<file path="config.mk">
export PLATFORM = sky130hd
export DESIGN_NAME = rxts_regs
export DESIGN_NICKNAME = d
export VERILOG_FILES = /design/src/rxts_pkg.sv /design/src/rxts_regs.sv /design/src/rxts_cal_latch.sv
export VERILOG_INCLUDE_DIRS = /design/src
export SDC_FILE = /design/constraint.sdc
export NUM_CORES = 1
export LEC_CHECK = 0
export BUFFER_PORTS_ARGS = -buffer_cell sky130_fd_sc_hd__buf_4
export CAP_MARGIN = 25
export CELL_PAD_IN_SITES_DETAIL_PLACEMENT = 0
export CELL_PAD_IN_SITES_GLOBAL_PLACEMENT = 1
export CORE_ASPECT_RATIO = 0.5
export CORE_MARGIN = 1.5
export CORE_UTILIZATION = 42
export CTS_BUF_LIST = sky130_fd_sc_hd__clkbuf_4 sky130_fd_sc_hd__clkbuf_8
export DETAILED_ROUTE_END_ITERATION = 10
export GPL_TIMING_DRIVEN = 0
export PLACE_DENSITY = 0.87
export SYNTH_ARGS = -nofsm -noshare
export SYNTH_HDL_FRONTEND = slang
export SYNTH_SLANG_ARGS = --single-unit
</file>
<file path="constraint.sdc">
create_clock -name core_clk_i -period 1.86 [get_ports core_clk_i]
set_clock_uncertainty 0.1 [all_clocks]
set_input_delay 0 -clock core_clk_i [delete_from_list [all_inputs] [get_ports core_clk_i]]
set_output_delay 0 -clock core_clk_i [all_outputs]
set_load 0.05 [all_outputs]
</file>
<file path="src/rxts_map.svh">
`ifndef RXTS_MAP_SVH
`define RXTS_MAP_SVH

// ---------------------------------------------------------------
// register offsets
// ---------------------------------------------------------------
`define RXTS_OFF_REVISION 12'hB00
`define RXTS_OFF_SCRATCH  12'hB01
`define RXTS_OFF_IDENT0   12'hB02
`define RXTS_OFF_IDENT1   12'hB03
`define RXTS_OFF_IDENT2   12'hB04
`define RXTS_OFF_CLK_PER  12'hB05
`define RXTS_OFF_PMA_DLY  12'hB06

// ---------------------------------------------------------------
// fields and reset values
// ---------------------------------------------------------------
`define RXTS_PER_WIDTH    20
`define RXTS_PER_NS_MSB   19
`define RXTS_PER_NS_LSB   16
`define RXTS_FRAC_MSB     15
`define RXTS_DLY_NS_MSB   31
`define RXTS_DLY_NS_LSB   16
`define RXTS_SCRATCH_RST  32'h0000_0000
`define RXTS_PMA_DLY_RST  32'h0000_0000
`define RXTS_PER_RST      20'h2_8F5C
`define RXTS_RD_LATENCY   1

`endif

</file>
<file path="src/rxts_pkg.sv">
package rxts_pkg;
  typedef logic [31:0] rxts_word_t;
  typedef logic [11:0] rxts_addr_t;
  typedef enum logic [1:0] {
    RXTS_CAL_IDLE = 2'b00,
    RXTS_CAL_HOLD = 2'b01
  } rxts_cal_e;
endpackage : rxts_pkg

</file>
<file path="src/rxts_regs.sv">
`timescale 1ns/1ns
`include "rxts_map.svh"

// Contract
// - revision word read-only, writes ignored
// - scratch word read/write, resets to zero
// - three read-only identifier words, fixed
// - 20-bit clock period, ns.frac, reset period
// - 32-bit PMA delay, ns.frac, resets zero
module rxts_regs
  import rxts_pkg::*;
#(
  // arbitrary neutral values
  parameter logic [31:0] REVISION  = 32'h0000_0100,
  parameter logic [31:0] IDENT0    = 32'h5258_5453,
  parameter logic [31:0] IDENT1    = 32'h5F43_4647,
  parameter logic [31:0] IDENT2    = 32'h5F52_4547,
  parameter int          PER_W     = `RXTS_PER_WIDTH
) (
  input  wire logic             core_clk_i,
  input  wire logic             reset_n_i,
  input  wire logic [11:0]      reg_addr_i,
  input  wire logic [31:0]      reg_wdata_i,
  input  wire logic             reg_wr_i,
  input  wire logic             reg_rd_i,
  output logic      [31:0]      reg_rdata_o,
  input  wire logic             frame_start_i,
  output logic      [PER_W-1:0] per_used_o,
  output logic      [31:0]      dly_used_o
);

  // period field layout is fixed at 4.16
  if (PER_W != `RXTS_PER_WIDTH) begin : g_bad_per_w
    $error("clock period field must be 20 bits");
  end

  // ---------------------------------------------------------------
  // storage
  // ---------------------------------------------------------------
  rxts_word_t       scratch_reg;
  rxts_word_t       scratch_next;
  logic [PER_W-1:0] per_reg;
  logic [PER_W-1:0] per_next;
  rxts_word_t       dly_reg;
  rxts_word_t       dly_next;
  rxts_word_t       rdata_reg;
  rxts_word_t       rdata_next;

  function automatic logic hit(input rxts_addr_t a, input rxts_addr_t o);
    hit = (a == o);
  endfunction : hit

  // ---------------------------------------------------------------
  // decode
  // ---------------------------------------------------------------
  wire wr_scratch = reg_wr_i && hit(reg_addr_i, `RXTS_OFF_SCRATCH);
  wire wr_per     = reg_wr_i && hit(reg_addr_i, `RXTS_OFF_CLK_PER);
  wire wr_dly     = reg_wr_i && hit(reg_addr_i, `RXTS_OFF_PMA_DLY);

  assign scratch_next = wr_scratch ? reg_wdata_i : scratch_reg;
  assign per_next     = wr_per ? reg_wdata_i[PER_W-1:0] : per_reg;
  assign dly_next     = wr_dly ? reg_wdata_i : dly_reg;

  wire rxts_word_t rd_mux =
    hit(reg_addr_i, `RXTS_OFF_REVISION) ? REVISION :
    hit(reg_addr_i, `RXTS_OFF_SCRATCH)  ? scratch_reg :
    hit(reg_addr_i, `RXTS_OFF_IDENT0)   ? IDENT0 :
    hit(reg_addr_i, `RXTS_OFF_IDENT1)   ? IDENT1 :
    hit(reg_addr_i, `RXTS_OFF_IDENT2)   ? IDENT2 :
    hit(reg_addr_i, `RXTS_OFF_CLK_PER)  ? {12'h000, per_reg} :
    hit(reg_addr_i, `RXTS_OFF_PMA_DLY)  ? dly_reg :
    32'h0000_0000;

  // data only in the cycle after the strobe
  assign rdata_next = reg_rd_i ? rd_mux : 32'h0000_0000;

  always_ff @(posedge core_clk_i) begin
    if (!reset_n_i) begin
      scratch_reg <= `RXTS_SCRATCH_RST;
      per_reg     <= PER_W'(`RXTS_PER_RST);
      dly_reg     <= `RXTS_PMA_DLY_RST;
      rdata_reg   <= 32'h0000_0000;
    end else begin
      scratch_reg <= scratch_next;
      per_reg     <= per_next;
      dly_reg     <= dly_next;
      rdata_reg   <= rdata_next;
    end
  end

  assign reg_rdata_o = rdata_reg;

  // ---------------------------------------------------------------
  // timestamp calibration hand-off
  // ---------------------------------------------------------------
  // latch at next frame
  rxts_cal_latch #(
    .PER_W         (PER_W)
  ) u_cal (
    .core_clk_i    (core_clk_i),
    .reset_n_i     (reset_n_i),
    .frame_start_i (frame_start_i),
    .per_cfg_i     (per_reg),
    .dly_cfg_i     (dly_reg),
    .per_used_o    (per_used_o),
    .dly_used_o    (dly_used_o)
  );

  // ---------------------------------------------------------------
  // checks
  // ---------------------------------------------------------------
  a_rev_readback: assert property (@(posedge core_clk_i)
    disable iff (!reset_n_i)
    reg_rd_i && reg_addr_i == `RXTS_OFF_REVISION |=> reg_rdata_o == REVISION)
    else $error("revision read wrong");

  a_scratch_write: assert property (@(posedge core_clk_i)
    disable iff (!reset_n_i)
    reg_wr_i && reg_addr_i == `RXTS_OFF_SCRATCH ##1
    reg_rd_i && reg_addr_i == `RXTS_OFF_SCRATCH |=>
    reg_rdata_o == $past(reg_wdata_i, 2))
    else $error("scratch readback wrong");

  a_scratch_reset: assert property (@(posedge core_clk_i)
    !reset_n_i |=> scratch_reg == 32'h0000_0000)
    else $error("scratch not cleared by reset");

  a_ident_fixed: assert property (@(posedge core_clk_i)
    disable iff (!reset_n_i)
    reg_rd_i && reg_addr_i == `RXTS_OFF_IDENT1 |=> reg_rdata_o == IDENT1)
    else $error("identifier word wrong");

  a_period_write: assert property (@(posedge core_clk_i)
    disable iff (!reset_n_i)
    wr_per |=> per_reg == $past(reg_wdata_i[PER_W-1:0]))
    else $error("period not stored");

  a_period_upper: assert property (@(posedge core_clk_i)
    disable iff (!reset_n_i)
    reg_rd_i && reg_addr_i == `RXTS_OFF_CLK_PER |=>
    reg_rdata_o[31:20] == 12'h000)
    else $error("period upper bits not zero");

  a_delay_reset: assert property (@(posedge core_clk_i)
    !reset_n_i |=> dly_reg == 32'h0000_0000)
    else $error("delay not cleared by reset");

  a_delay_write: assert property (@(posedge core_clk_i)
    disable iff (!reset_n_i)
    wr_dly ##1 !wr_dly |=> dly_reg == $past(reg_wdata_i, 2))
    else $error("delay not stored");

  a_idle_rdata: assert property (@(posedge core_clk_i)
    disable iff (!reset_n_i)
    !reg_rd_i |=> reg_rdata_o == 32'h0000_0000)
    else $error("read data outside read slot");

  // ---------------------------------------------------------------
  // read path and storage checks
  // ---------------------------------------------------------------
  a_ident0_fixed: assert property (@(posedge core_clk_i)
    disable iff (!reset_n_i)
    reg_rd_i && reg_addr_i == `RXTS_OFF_IDENT0 |=> reg_rdata_o == IDENT0)
    else $error("first identifier word wrong");

  a_ident2_fixed: assert property (@(posedge core_clk_i)
    disable iff (!reset_n_i)
    reg_rd_i && reg_addr_i == `RXTS_OFF_IDENT2 |=> reg_rdata_o == IDENT2)
    else $error("last identifier word wrong");

  a_scratch_readback: assert property (@(posedge core_clk_i)
    disable iff (!reset_n_i)
    reg_rd_i && reg_addr_i == `RXTS_OFF_SCRATCH |=>
    reg_rdata_o == $past(scratch_reg))
    else $error("scratch read does not match stored word");

  a_period_readback: assert property (@(posedge core_clk_i)
    disable iff (!reset_n_i)
    reg_rd_i && reg_addr_i == `RXTS_OFF_CLK_PER |=>
    reg_rdata_o[PER_W-1:0] == $past(per_reg))
    else $error("period read does not match stored value");

  a_delay_readback: assert property (@(posedge core_clk_i)
    disable iff (!reset_n_i)
    reg_rd_i && reg_addr_i == `RXTS_OFF_PMA_DLY |=>
    reg_rdata_o == $past(dly_reg))
    else $error("delay read does not match stored value");

  a_period_reset: assert property (@(posedge core_clk_i)
    !reset_n_i |=> per_reg == PER_W'(`RXTS_PER_RST))
    else $error("period not restored by reset");

  a_scratch_holds: assert property (@(posedge core_clk_i)
    disable iff (!reset_n_i)
    !wr_scratch |=> $stable(scratch_reg))
    else $error("scratch changed without a write");

  a_period_holds: assert property (@(posedge core_clk_i)
    disable iff (!reset_n_i)
    !wr_per |=> $stable(per_reg))
    else $error("period changed without a write");

  a_delay_holds: assert property (@(posedge core_clk_i)
    disable iff (!reset_n_i)
    !wr_dly |=> $stable(dly_reg))
    else $error("delay changed without a write");

  a_rev_no_write: assert property (@(posedge core_clk_i)
    disable iff (!reset_n_i)
    reg_wr_i && reg_addr_i == `RXTS_OFF_REVISION |=>
    $stable(scratch_reg) && $stable(per_reg) && $stable(dly_reg))
    else $error("revision write altered storage");

  a_ident_no_write: assert property (@(posedge core_clk_i)
    disable iff (!reset_n_i)
    reg_wr_i && reg_addr_i >= `RXTS_OFF_IDENT0 &&
    reg_addr_i <= `RXTS_OFF_IDENT2 |=>
    $stable(scratch_reg) && $stable(per_reg) && $stable(dly_reg))
    else $error("identifier write altered storage");

  c_scratch_rw: cover property (@(posedge core_clk_i)
    wr_scratch ##1 reg_rd_i && reg_addr_i == `RXTS_OFF_SCRATCH);
  c_delay_frame: cover property (@(posedge core_clk_i)
    wr_dly ##[1:4] frame_start_i);
  c_period_frame: cover property (@(posedge core_clk_i)
    wr_per ##1 frame_start_i);
  c_ro_write: cover property (@(posedge core_clk_i)
    reg_wr_i && reg_addr_i == `RXTS_OFF_REVISION);
  c_mid_reset: cover property (@(posedge core_clk_i)
    wr_scratch ##[1:4] !reset_n_i);
endmodule : rxts_regs

</file>
<file path="src/rxts_cal_latch.sv">
`timescale 1ns/1ns
`include "rxts_map.svh"

// per-frame snapshot of calibration values for the timestamp path
module rxts_cal_latch
  import rxts_pkg::*;
#(
  parameter int PER_W = `RXTS_PER_WIDTH
) (
  input  wire logic             core_clk_i,
  input  wire logic             reset_n_i,
  input  wire logic             frame_start_i,
  input  wire logic [PER_W-1:0] per_cfg_i,
  input  wire logic [31:0]      dly_cfg_i,
  output logic      [PER_W-1:0] per_used_o,
  output logic      [31:0]      dly_used_o
);
  logic [PER_W-1:0] per_used_reg;
  logic [31:0]      dly_used_reg;

  // reset period needs 18 bits, a bus word caps it at 32
  if (PER_W < 18 || PER_W > 32) begin : g_bad_per_w
    $error("period width out of range");
  end

  always_ff @(posedge core_clk_i) begin
    if (!reset_n_i) begin
      per_used_reg <= PER_W'(`RXTS_PER_RST);
      dly_used_reg <= `RXTS_PMA_DLY_RST;
    end else if (frame_start_i) begin
      per_used_reg <= per_cfg_i;
      dly_used_reg <= dly_cfg_i;
    end
  end

  assign per_used_o = per_used_reg;
  assign dly_used_o = dly_used_reg;

  a_snap_on_frame: assert property (@(posedge core_clk_i)
    disable iff (!reset_n_i)
    frame_start_i |=> (per_used_o == $past(per_cfg_i)) &&
                      (dly_used_o == $past(dly_cfg_i)))
    else $error("calibration snapshot not taken at frame start");

  a_snap_holds: assert property (@(posedge core_clk_i)
    disable iff (!reset_n_i)
    !frame_start_i |=> $stable(per_used_o) && $stable(dly_used_o))
    else $error("calibration snapshot changed mid frame");
endmodule : rxts_cal_latch

</file>
==> metrics.csv, run 1 <==
stage,metric,value,unit
status,status,"complete, but fails checks",
status,violations,negative hold slack,
cts,clock_path_buffers,2,
cells_and_area,final_common_cell,nand2_1,
synthesis,synth_nets,773,
sta,grt_setup_unrepaired,false,
placement,routabilityCongestion,0.850,
pwr,leakage,3.45,nW
run,cap_violations,0,
cells_and_area,layout-drive-gt1-share,20.9,%
worst_setup_path,cpMaxStageDelayCell,or4_4,
placement,dp_hpwl,14300,um
cells_and_area,nets,960,
cells_and_area,layout_common_cells,"nand2_1, dfxtp_1, buf_4, mux2i_1, nor2b_1",
pwr,cellInternalPower,5.05,mW
worst_setup_path,reg2reg_to,reg_rdata_o[1],
floorplan,die_w,181,um
sta,fin_crit,1.82,ns
sta,fin_crit_sh,97.7,%
worst_setup_path,cp.required,2.09,ns
sta,max_freq,550,MHz
synthesis,ys_types,41,
synthesis,syn_area,6640,um2
floorplan,rows,32,
routing,wl_per_cell,17.9,um
routing,viasPerCell,5.24,
worst_setup_path,max_stage_delay,0.58,ns
worst_setup_path,crit_chain,"buf_4, or4_4, nor3_2, nand3_2, a211oi_1",
worst_setup_path,r2r-start,dly_reg[1],
synthesis,ys_ff_latch,168,
global_routing,grt_max_degree,17,
floorplan,start_util,43.1,%
cts,cts_root_buffer,clkbuf_8,
pwr,netSwitchingFraction,25.1,%
global_routing,overflow,0,
pwr,peakVddDrop,454,uV
sta,drv_slew,0,
pwr,comb_power_share,7.1,%
cts,holdBufCountCts,38,
sta,setup_viol,0,
routing,routed_wl,20200,um
worst_hold_path,hold_path.class,primary input to register,
global_routing,antenna_found_initial,0,
floorplan,dieArea,16600,um2
cts,clk_pin_slew,0.09,ns
floorplan,die_h,91.9,um
routing,num_vias,5912,
worst_setup_path,end_kind,register,
synthesis,yosysWarnings,0,
routing,drc_errors,0,
worst_setup_path,cp_data_arrival_time,2.05,ns
synthesis,postSynthCellCount,724,
placement,port_buffers,130,
pwr,clkPwrFrac,39.7,%
cts,cts.sinks,168,
sta,hold_viol,3,
cells_and_area,post-route-util,56.3,%
cts,numCtsBuffers,17,
synthesis,syn_area_per_cell,9.17,um2
routing,dr.pass1.iters,5,
cells_and_area,area_growth,30.8,%
routing,antenna_left,0,
sta,worstMarginPinSlew,0.868,ns
global_routing,grtUsageTotal,24.7,%
worst_setup_path,crit_start,reg_addr_i[4],
synthesis,ys_seq_area_share,50.6,%
cells_and_area,diodes,0,
floorplan,pin_count,133,
worst_setup_path,ff2ff_setup_slack,0.60,ns
floorplan,core_area,15400,um2
pwr,finalPower,6.75,mW
worst_setup_path,ff2ff_path_depth,3,
pwr,powerDensity,777,nW/um2
routing,drt_iter0_markers,389,
pwr,power_switching,1.70,mW
worst_setup_path,critical_path.endpoint,reg_rdata_o[4],
cts,clk_latency,0.47,ns
worst_setup_path,cp_max_fo,9,
global_routing,first_global_vias,5542,
sta,slew_headroom,42.2,%
cts,htreeDepth,4,
sta,fin_setup_tns,0,ns
sta,hold-worst-slack,-0.0380,ns
worst_setup_path,crit_type,primary input to register,
worst_setup_path,start_kind,primary input,
global_routing,grt_pass1_wl,31000,um
pwr,pwr-share-seq,53.3,%
cts,tritoncts,done,
[area by class of cell]
type | instances | area (um2)
Clock inverter | 14 | 165
Multi-Input combinational cell | 493 | 3030
Buffer | 55 | 244
Tap cell | 204 | 255
Clock buffer | 18 | 241
Timing Repair Buffer | 168 | 1360
Sequential cell | 168 | 3360
Fill cell | 1408 | 6730
Inverter | 8 | 30.0
[how the worst min path moves through the flow]
| stage | start | end | slack [ns] | cells after the start |
|---|---|---|---|---|
| floorplan | reg_wdata_i[10] | per_reg[10] | 0.03 | 2 |
| detailed placement | reg_wdata_i[4] | per_reg[4] | 0.13 | 3 |
| global route | reg_addr_i[3] | reg_rdata_o[23] | -0.03 | 5 |
| global placement | reg_wdata_i[4] | per_reg[4] | 0.13 | 3 |
| CTS | reg_addr_i[3] | reg_rdata_o[21] | -0.07 | 5 |
| finish | reg_addr_i[3] | reg_rdata_o[21] | -0.04 | 5 |
[worst max-delay path: cells and delay by family]
kind            cells  cell delay [ns]
compound gates      1             0.44
buf+inv             1             0.12
simple gates        3             1.48
[layer usage]
metal / up-vias / wire length, um / track usage (%)
li1: 2841 / - / -
met1: 2827 / 9510 / 33.8
met2: 217 / 8800 / 38.0
met3: 27 / 1560 / 6.67
met4: 0 / 297 / 7.63
met5: - / 0 / 0
[per-stage QoR]
| step | instances | setup WS [ns] | cell area [um2] | hold slack, ns |
|---|---|---|---|---|
| floorplan | 724 | 0.208 | 6640 | 0.0251 |
| global placement | 1058 | -0.562 | 7870 | 0.132 |
| detailed placement | 1058 | -0.547 | 7870 | 0.134 |
| CTS | 1128 | 0.0708 | 8670 | -0.0711 |
| global route | 1128 | 0.00290 | 8690 | -0.0264 |
| finish | 1128 | 0.0424 | 8690 | -0.0380 |
[logic make-up (layout without fill, tap and decap cells)]
group           after synthesis  in the layout  share of synthesized area, %
mux                          70             70                          10.7
simple gates                282            282                          19.8
flops                       168            168                          50.6
buf+inv                      63            263                          4.11
compound gates              141            141                          14.8
[power by group through the flow]
stage	registers, mW	logic (mW)	clock network (mW)
floorplan	3.68	0.205	0
global placement	3.68	0.400	0
detailed placement	3.68	0.402	0
CTS	3.59	0.467	2.71
global route	3.59	0.505	2.87
finish	3.59	0.476	2.68
[synthesized netlist by cell type, drive strengths merged]
master,number,area share (%)
nor2,21,1.2
or3,1,0.094
nand3,13,0.98
o2111a,1,0.17
and2,1,0.094
buf,19,1.6
and4,1,0.13
o21bai,5,0.57
dfxtp,168,51
mux2i,62,9.3
a221oi,7,0.92
o21ai,23,1.7
or2,1,0.094
nand2b,4,0.38
o22ai,2,0.19
nand2,174,9.8
inv,8,0.45
nor4,3,0.47
a211oi,5,0.57
or4bb,1,0.17
o2bb2ai,2,0.26
nand3b,2,0.23
nand4,3,0.28
a32oi,9,1.2
mux2,8,1.4
nand4b,5,0.66
nor3,2,0.23
or4,2,0.28
a21boi,64,7.2
nor2b,45,4.2
clkbuf,36,2.0
a21oi,20,1.5
o211ai,1,0.11
and4b,3,0.45
o211a,2,0.30
[what timing repair did]
action / in CTS / in global routing
endpoints found under the setup margin: 4 / 15
endpoints found under the hold margin: 105 / 2
pin swaps: 0 / 0
gates resized for setup: 2 / 4
buffers inserted: 0 / 0
No activity file was read; power rests on OpenSTA's default activity.
==> run 2, diff against run 1 <==
--- a/config.mk
+++ b/config.mk
@@ -6,7 +6,6 @@
 export SDC_FILE = /design/constraint.sdc
 export NUM_CORES = 1
 export LEC_CHECK = 0
-export BUFFER_PORTS_ARGS = -buffer_cell sky130_fd_sc_hd__buf_4
 export CAP_MARGIN = 25
 export CELL_PAD_IN_SITES_DETAIL_PLACEMENT = 0
 export CELL_PAD_IN_SITES_GLOBAL_PLACEMENT = 1
@@ -15,8 +14,10 @@
 export CORE_UTILIZATION = 42
 export CTS_BUF_LIST = sky130_fd_sc_hd__clkbuf_4 sky130_fd_sc_hd__clkbuf_8
 export DETAILED_ROUTE_END_ITERATION = 10
+export DONT_BUFFER_PORTS = 1
 export GPL_TIMING_DRIVEN = 0
-export PLACE_DENSITY = 0.87
+export PLACE_DENSITY = 0.78
+export SETUP_SLACK_MARGIN = 0.2
 export SYNTH_ARGS = -nofsm -noshare
 export SYNTH_HDL_FRONTEND = slang
 export SYNTH_SLANG_ARGS = --single-unit
==> run 2 against run 1 <==
Effect of this change: the run still ends with negative hold slack left; sequential share of layout area increased by 4.0 points; die area stayed put; critical path depth is 1 lower; non-clock buffer count down 116; critical path type unchanged; largest power group unchanged; highest routed layer unchanged.
==> metrics.csv, run 2 (same netlist as run 1, synthesis figures left out) <==
stage,metric,value,unit,change
worst_setup_path,cp_data_arrival_time,1.96,ns,-0.09 ns
sta,hold_viol,9,,+6
cells_and_area,stdcell_count,1011,,-10%
sta,max_freq,578,MHz,+5.0%
cells_and_area,final_cell_area,7870,um2,-9.4%
pwr,leakage,2.85,nW,-17%
status,status,"complete, but fails checks",,
routing,routed_wl,20300,um,+0.79%
placement,dp_hpwl,14100,um,-2.0%
routing,drc_errors,0,,unchanged
placement,port_buffers,0,,-100%
cells_and_area,nets,844,,-12%
pwr,finalPower,6.77,mW,+0.32%
cells_and_area,fill_cells,1476,,+4.8%
pwr,peakVddDrop,397,uV,-13%
worst_setup_path,end_kind,register,,
worst_setup_path,r2r-start,dly_reg[1],,
placement,post-place-cells,928,,-12%
routing,viasPerCell,5.33,,+1.7%
sta,drv_slew,0,,unchanged
routing,antenna_left,0,,unchanged
floorplan,core_area,15400,um2,unchanged
cts,tritoncts,done,,
sta,grt_setup_unrepaired,true,,
cells_and_area,diodes,0,,unchanged
global_routing,grtUsageTotal,24.8,%,+0.048 points
sta,slew_headroom,39.5,%,-2.6 points
cells_and_area,area_growth,18.4,%,
status,violations,negative hold slack,,
worst_setup_path,start_kind,primary input,,
worst_setup_path,ff2ff_setup_slack,0.52,ns,-0.08 ns
cts,clock_path_buffers,2,,unchanged
worst_hold_path,hold_path.class,primary input to register,,
sta,fin_crit_sh,93.0,%,-4.7 points
placement,routabilityCongestion,0.808,,-5.0%
floorplan,die_h,91.9,um,unchanged
floorplan,dieArea,16600,um2,unchanged
cells_and_area,layout_common_cells,"nand2_1, dfxtp_1, mux2i_1, dlygate4sd3_1, nor2b_1",,
floorplan,pin_count,133,,unchanged
floorplan,start_util,43.1,%,unchanged
placement,place_area,6900,um2,-12%
sta,hold-worst-slack,-0.138,ns,-0.100 ns
global_routing,antenna_found_initial,0,,unchanged
worst_setup_path,cp_max_fo,9,,unchanged
cts,numCtsBuffers,17,,unchanged
cts,htreeDepth,4,,unchanged
sta,worstMarginPinSlew,0.907,ns,+0.0395 ns
cts,clk_pin_slew,0.09,ns,about the same
routing,num_vias,5391,,-8.8%
routing,wl_per_cell,20.1,um,+12%
cts,cts_root_buffer,clkbuf_8,,
worst_setup_path,crit_start,reg_addr_i[5],,
sta,setup_viol,0,,unchanged
sta,fin_crit,1.73,ns,-0.0870 ns
cells_and_area,layout-drive-gt1-share,8.18,%,-13 points
routing,drt_iter0_markers,369,,-5.1%
global_routing,overflow,0,,unchanged
pwr,powerDensity,861,nW/um2,+11%
floorplan,die_w,181,um,unchanged
global_routing,grt_pass1_wl,30700,um,-1.0%
run,cap_violations,0,,unchanged
worst_setup_path,cp.required,2.08,ns,about the same
global_routing,first_global_vias,5306,,-4.3%
worst_hold_path,hp-start,reg_addr_i[3],,
cells_and_area,final_common_cell,nand2_1,,
global_routing,grt_max_degree,17,,unchanged
cts,cts.sinks,168,,unchanged
worst_setup_path,crit_type,primary input to register,,
routing,dr.pass1.iters,5,,unchanged
floorplan,rows,32,,unchanged
cts,clk_latency,0.47,ns,about the same
run 2: cell types whose count changed in the layout (fill, tap and decap cells not counted), sizes merged:
cell / delta
clkinvlp: +2
dlygate4sd3: +11
bufinv: +1
buf: -126
clkbuf: -1
clkinv: -4
run 2: worst max-delay path, cell delays in order:
cell	delay, ns
dlygate4sd3_1	0.66
nor3_4	0.45
nand3_2	0.36
a211oi_1	0.47
run 2: stage by stage:
stage                     setup WS [ns]  utilization [%]  hold slack, ns  setup TNS [ns]
after CTS                         0.212             50.5          -0.322               0
after floorplan                   0.208                -          0.0251               0
after global placement           -0.463             44.7          0.0276           -5.78
after detailed placement         -0.541             44.7          0.0315           -7.37
final                             0.129             51.0          -0.138               0
after global routing              0.137             51.0          -0.115               0
run 2: worst paths after layout:
path,end,depth (start not counted)
min,reg_rdata_o[21],4
max reg2reg,reg_rdata_o[1],3
min reg2reg,scratch_reg[30],2
max,reg_rdata_o[4],4
run 2: layout make-up:
type	count	area, um2	share of cell area [%]
repair buffers	52	513	6.52
multi-input cells	493	3050	38.8
flip-flops and latches	168	3360	42.8
clock inverters	13	169	2.15
well taps	204	255	3.25
clock buffers	18	241	3.07
plain buffers	55	244	3.10
inverters	8	30.0	0.382
run 2: power breakdown:
part           switching [mW]  leakage [nW]  total [mW]  internal [mW]
Sequential           0.000833          1.35        3.59           3.59
Combinational           0.241          1.30       0.412          0.172
Clock                    1.41         0.196        2.76           1.35
run 2: metal layers:
layer  wire length, um  vias up  global-route usage [%]
met5                 0        -                       0
met4               362        0                    8.75
met3              1600       33                    7.39
met2              8370      193                    35.5
met1              9990     2563                    35.1
li1                  -     2602                       -
run 2: what timing repair did:
action	CTS	global route
gates cloned	0	0
hold buffers	47	3
endpoints found under the setup margin	10	22
hold endpoints to repair	113	42
pin swaps	0	2
buffers inserted	0	3
gates resized for setup	2	8
==> run 3, diff against run 2 <==
--- a/config.mk
+++ b/config.mk
@@ -16,6 +16,7 @@
 export DETAILED_ROUTE_END_ITERATION = 10
 export DONT_BUFFER_PORTS = 1
 export GPL_TIMING_DRIVEN = 0
+export MAX_ROUTING_LAYER = met4
 export PLACE_DENSITY = 0.78
 export SETUP_SLACK_MARGIN = 0.2
 export SYNTH_ARGS = -nofsm -noshare
==> run 3 against run 2 <==
Effect of this change: the flow still finishes with violations (negative hold slack); cell count unchanged; setup slack improved by 0.017 ns; sequential share of layout area did not move; core utilization stayed put; fmax rose by 0.98%; first-iteration DRC count grew 9.8%; critical path depth is the same.
==> metrics.csv, run 3 (same netlist as run 1, synthesis figures left out) <==
stage,metric,value,unit,change
floorplan,dieArea,16600,um2,unchanged
worst_setup_path,cp_data_arrival_time,1.94,ns,-0.02 ns
routing,drc_errors,0,,unchanged
global_routing,grt_pass1_wl,30700,um,about the same
placement,post-place-ws,-0.541,ns,unchanged
cells_and_area,diodes,0,,unchanged
worst_setup_path,ff2ff_setup_slack,0.55,ns,+0.03 ns
placement,dp_hpwl,14100,um,unchanged
routing,num_vias,5405,,+0.26%
worst_hold_path,hold_path.class,primary input to register,,
cts,clock_path_buffers,2,,unchanged
floorplan,start_util,43.1,%,unchanged
sta,fin_crit,1.71,ns,-0.0168 ns
cells_and_area,layout-drive-gt1-share,8.18,%,unchanged
worst_setup_path,cp.required,2.09,ns,about the same
sta,drv_slew,0,,unchanged
global_routing,first_global_vias,5294,,-0.23%
cts,htreeDepth,4,,unchanged
cts,cts.sinks,168,,unchanged
global_routing,top_usage_layer,met2,,
cells_and_area,fill_cells,1476,,unchanged
sta,grt_setup_unrepaired,true,,
sta,setup_viol,0,,unchanged
worst_setup_path,end_kind,register,,
status,violations,negative hold slack,,
cells_and_area,post-route-util,51.0,%,unchanged
cells_and_area,area_growth,18.4,%,unchanged
routing,dr.pass1.iters,5,,unchanged
worst_setup_path,cpLargestDelayFamily,simple AND/OR/NAND/NOR gates,,
floorplan,pin_count,133,,unchanged
cts,clk_pin_slew,0.09,ns,about the same
global_routing,grtUsageTotal,25.5,%,+0.74 points
placement,place_area,6900,um2,unchanged
sta,fin_crit_sh,92.1,%,-0.90 points
sta,hold-worst-slack,-0.140,ns,-0.00175 ns
sta,fin_ws,0.146,ns,+0.0168 ns
floorplan,core_area,15400,um2,unchanged
routing,antenna_left,0,,unchanged
global_routing,grt_max_degree,17,,unchanged
routing,drt_iter0_markers,405,,+9.8%
sta,hold_viol,10,,+1
worst_setup_path,crit_chain,"dlygate4sd3_1, nor3_4, nand3_2, a211oi_1",,
worst_setup_path,crit_buf_inv,1,,unchanged
pwr,peakVddDrop,393,uV,-0.99%
cells_and_area,final_cell_area,7870,um2,unchanged
routing,routed_wl,20300,um,about the same
worst_setup_path,max_stage_delay,0.66,ns,about the same
sta,worstMarginPinSlew,0.904,ns,-0.00300 ns
cts,cts_root_buffer,clkbuf_8,,
worst_setup_path,crit_type,primary input to register,,
cells_and_area,sequential_cell_area,3360,um2,unchanged
placement,port_buffers,0,,unchanged
cts,clk_latency,0.47,ns,about the same
worst_setup_path,start_kind,primary input,,
floorplan,die_h,91.9,um,unchanged
run,cap_violations,0,,unchanged
sta,slew_headroom,39.7,%,+0.20 points
cells_and_area,nets,844,,unchanged
cts,numCtsBuffers,17,,unchanged
global_routing,grt_util_met3,7.11,%,-0.28 points
routing,viasPerCell,5.35,,+0.26%
worst_setup_path,cp_max_fo,9,,unchanged
routing,wl_per_cell,20.1,um,about the same
worst_setup_path,cpMaxStageDelayCell,dlygate4sd3_1,,
global_routing,grt_util_met1,35.3,%,+0.20 points
global_routing,grtUsageMet2,35.5,%,about the same
status,status,"complete, but fails checks",,
cells_and_area,layout_common_cells,"nand2_1, dfxtp_1, mux2i_1, dlygate4sd3_1, nor2b_1",,
global_routing,antenna_found_initial,0,,unchanged
pwr,leakage,2.85,nW,unchanged
global_routing,overflow,0,,unchanged
cells_and_area,final_common_cell,nand2_1,,
pwr,powerDensity,861,nW/um2,about the same
placement,routabilityCongestion,0.820,,+1.5%
floorplan,die_w,181,um,unchanged
sta,max_freq,583,MHz,+0.98%
cts,tritoncts,done,,
floorplan,rows,32,,unchanged
cells_and_area,multi_input_area,3050,um2,unchanged
==> run 3: per-layer routing <==
layer	share of wire [%]	up-vias
met2	41	191
met1	49	2578
met5	0	-
met3	8.1	37
li1	-	2599
met4	1.9	0
==> run 3: path summary, 6_finish.rpt <==
path	from	end	cells past startpoint
worst max register to register	dly_reg[31]	dly_reg[31]	3
worst min-delay path	reg_addr_i[3]	reg_rdata_o[21]	4
worst max-delay path	reg_addr_i[5]	reg_rdata_o[4]	4
worst min register to register	scratch_reg[18]	scratch_reg[18]	2
==> run 3: repair_timing <==
action | in CTS | in global routing
endpoints found under the setup margin | 10 | 22
endpoints found under the hold margin | 113 | 42
gates resized for setup | 2 | 8
buffers inserted | 0 | 3
hold buffers | 47 | 3
pin swaps | 0 | 2
==> run 3: per-stage QoR <==
stage          std cells  setup TNS, ns  power (mW)
6_report            1011              0        6.77
5_1_grt             1011              0        6.99
4_1_cts             1006              0        6.79
3_5_place_dp         928          -7.37        3.97
3_3_place_gp         928          -5.78        3.97
2_1_floorplan        724              0        3.88
==> run 3: power by group <==
group	switching (mW)	internal, mW
registers	0.000834	3.59
clock network	1.41	1.35
logic	0.240	0.172
total	1.66	5.11
==> run 3: cell type report <==
| class | count | share of cell area [%] |
|---|---|---|
| Sequential cell | 168 | 42.8 |
| Multi-Input combinational cell | 493 | 38.8 |
| Timing Repair Buffer | 52 | 6.52 |
| Tap cell | 204 | 3.25 |
| Buffer | 55 | 3.10 |
| Clock buffer | 18 | 3.07 |
| Clock inverter | 13 | 2.15 |
| Inverter | 8 | 0.382 |
==> run 3: worst min-delay path, delay by kind of cell <==
kind,cells,cell delay [ns]
AND/OR/NAND/NOR,3,0.29
AO/OA/AOI/OAI,1,0.07
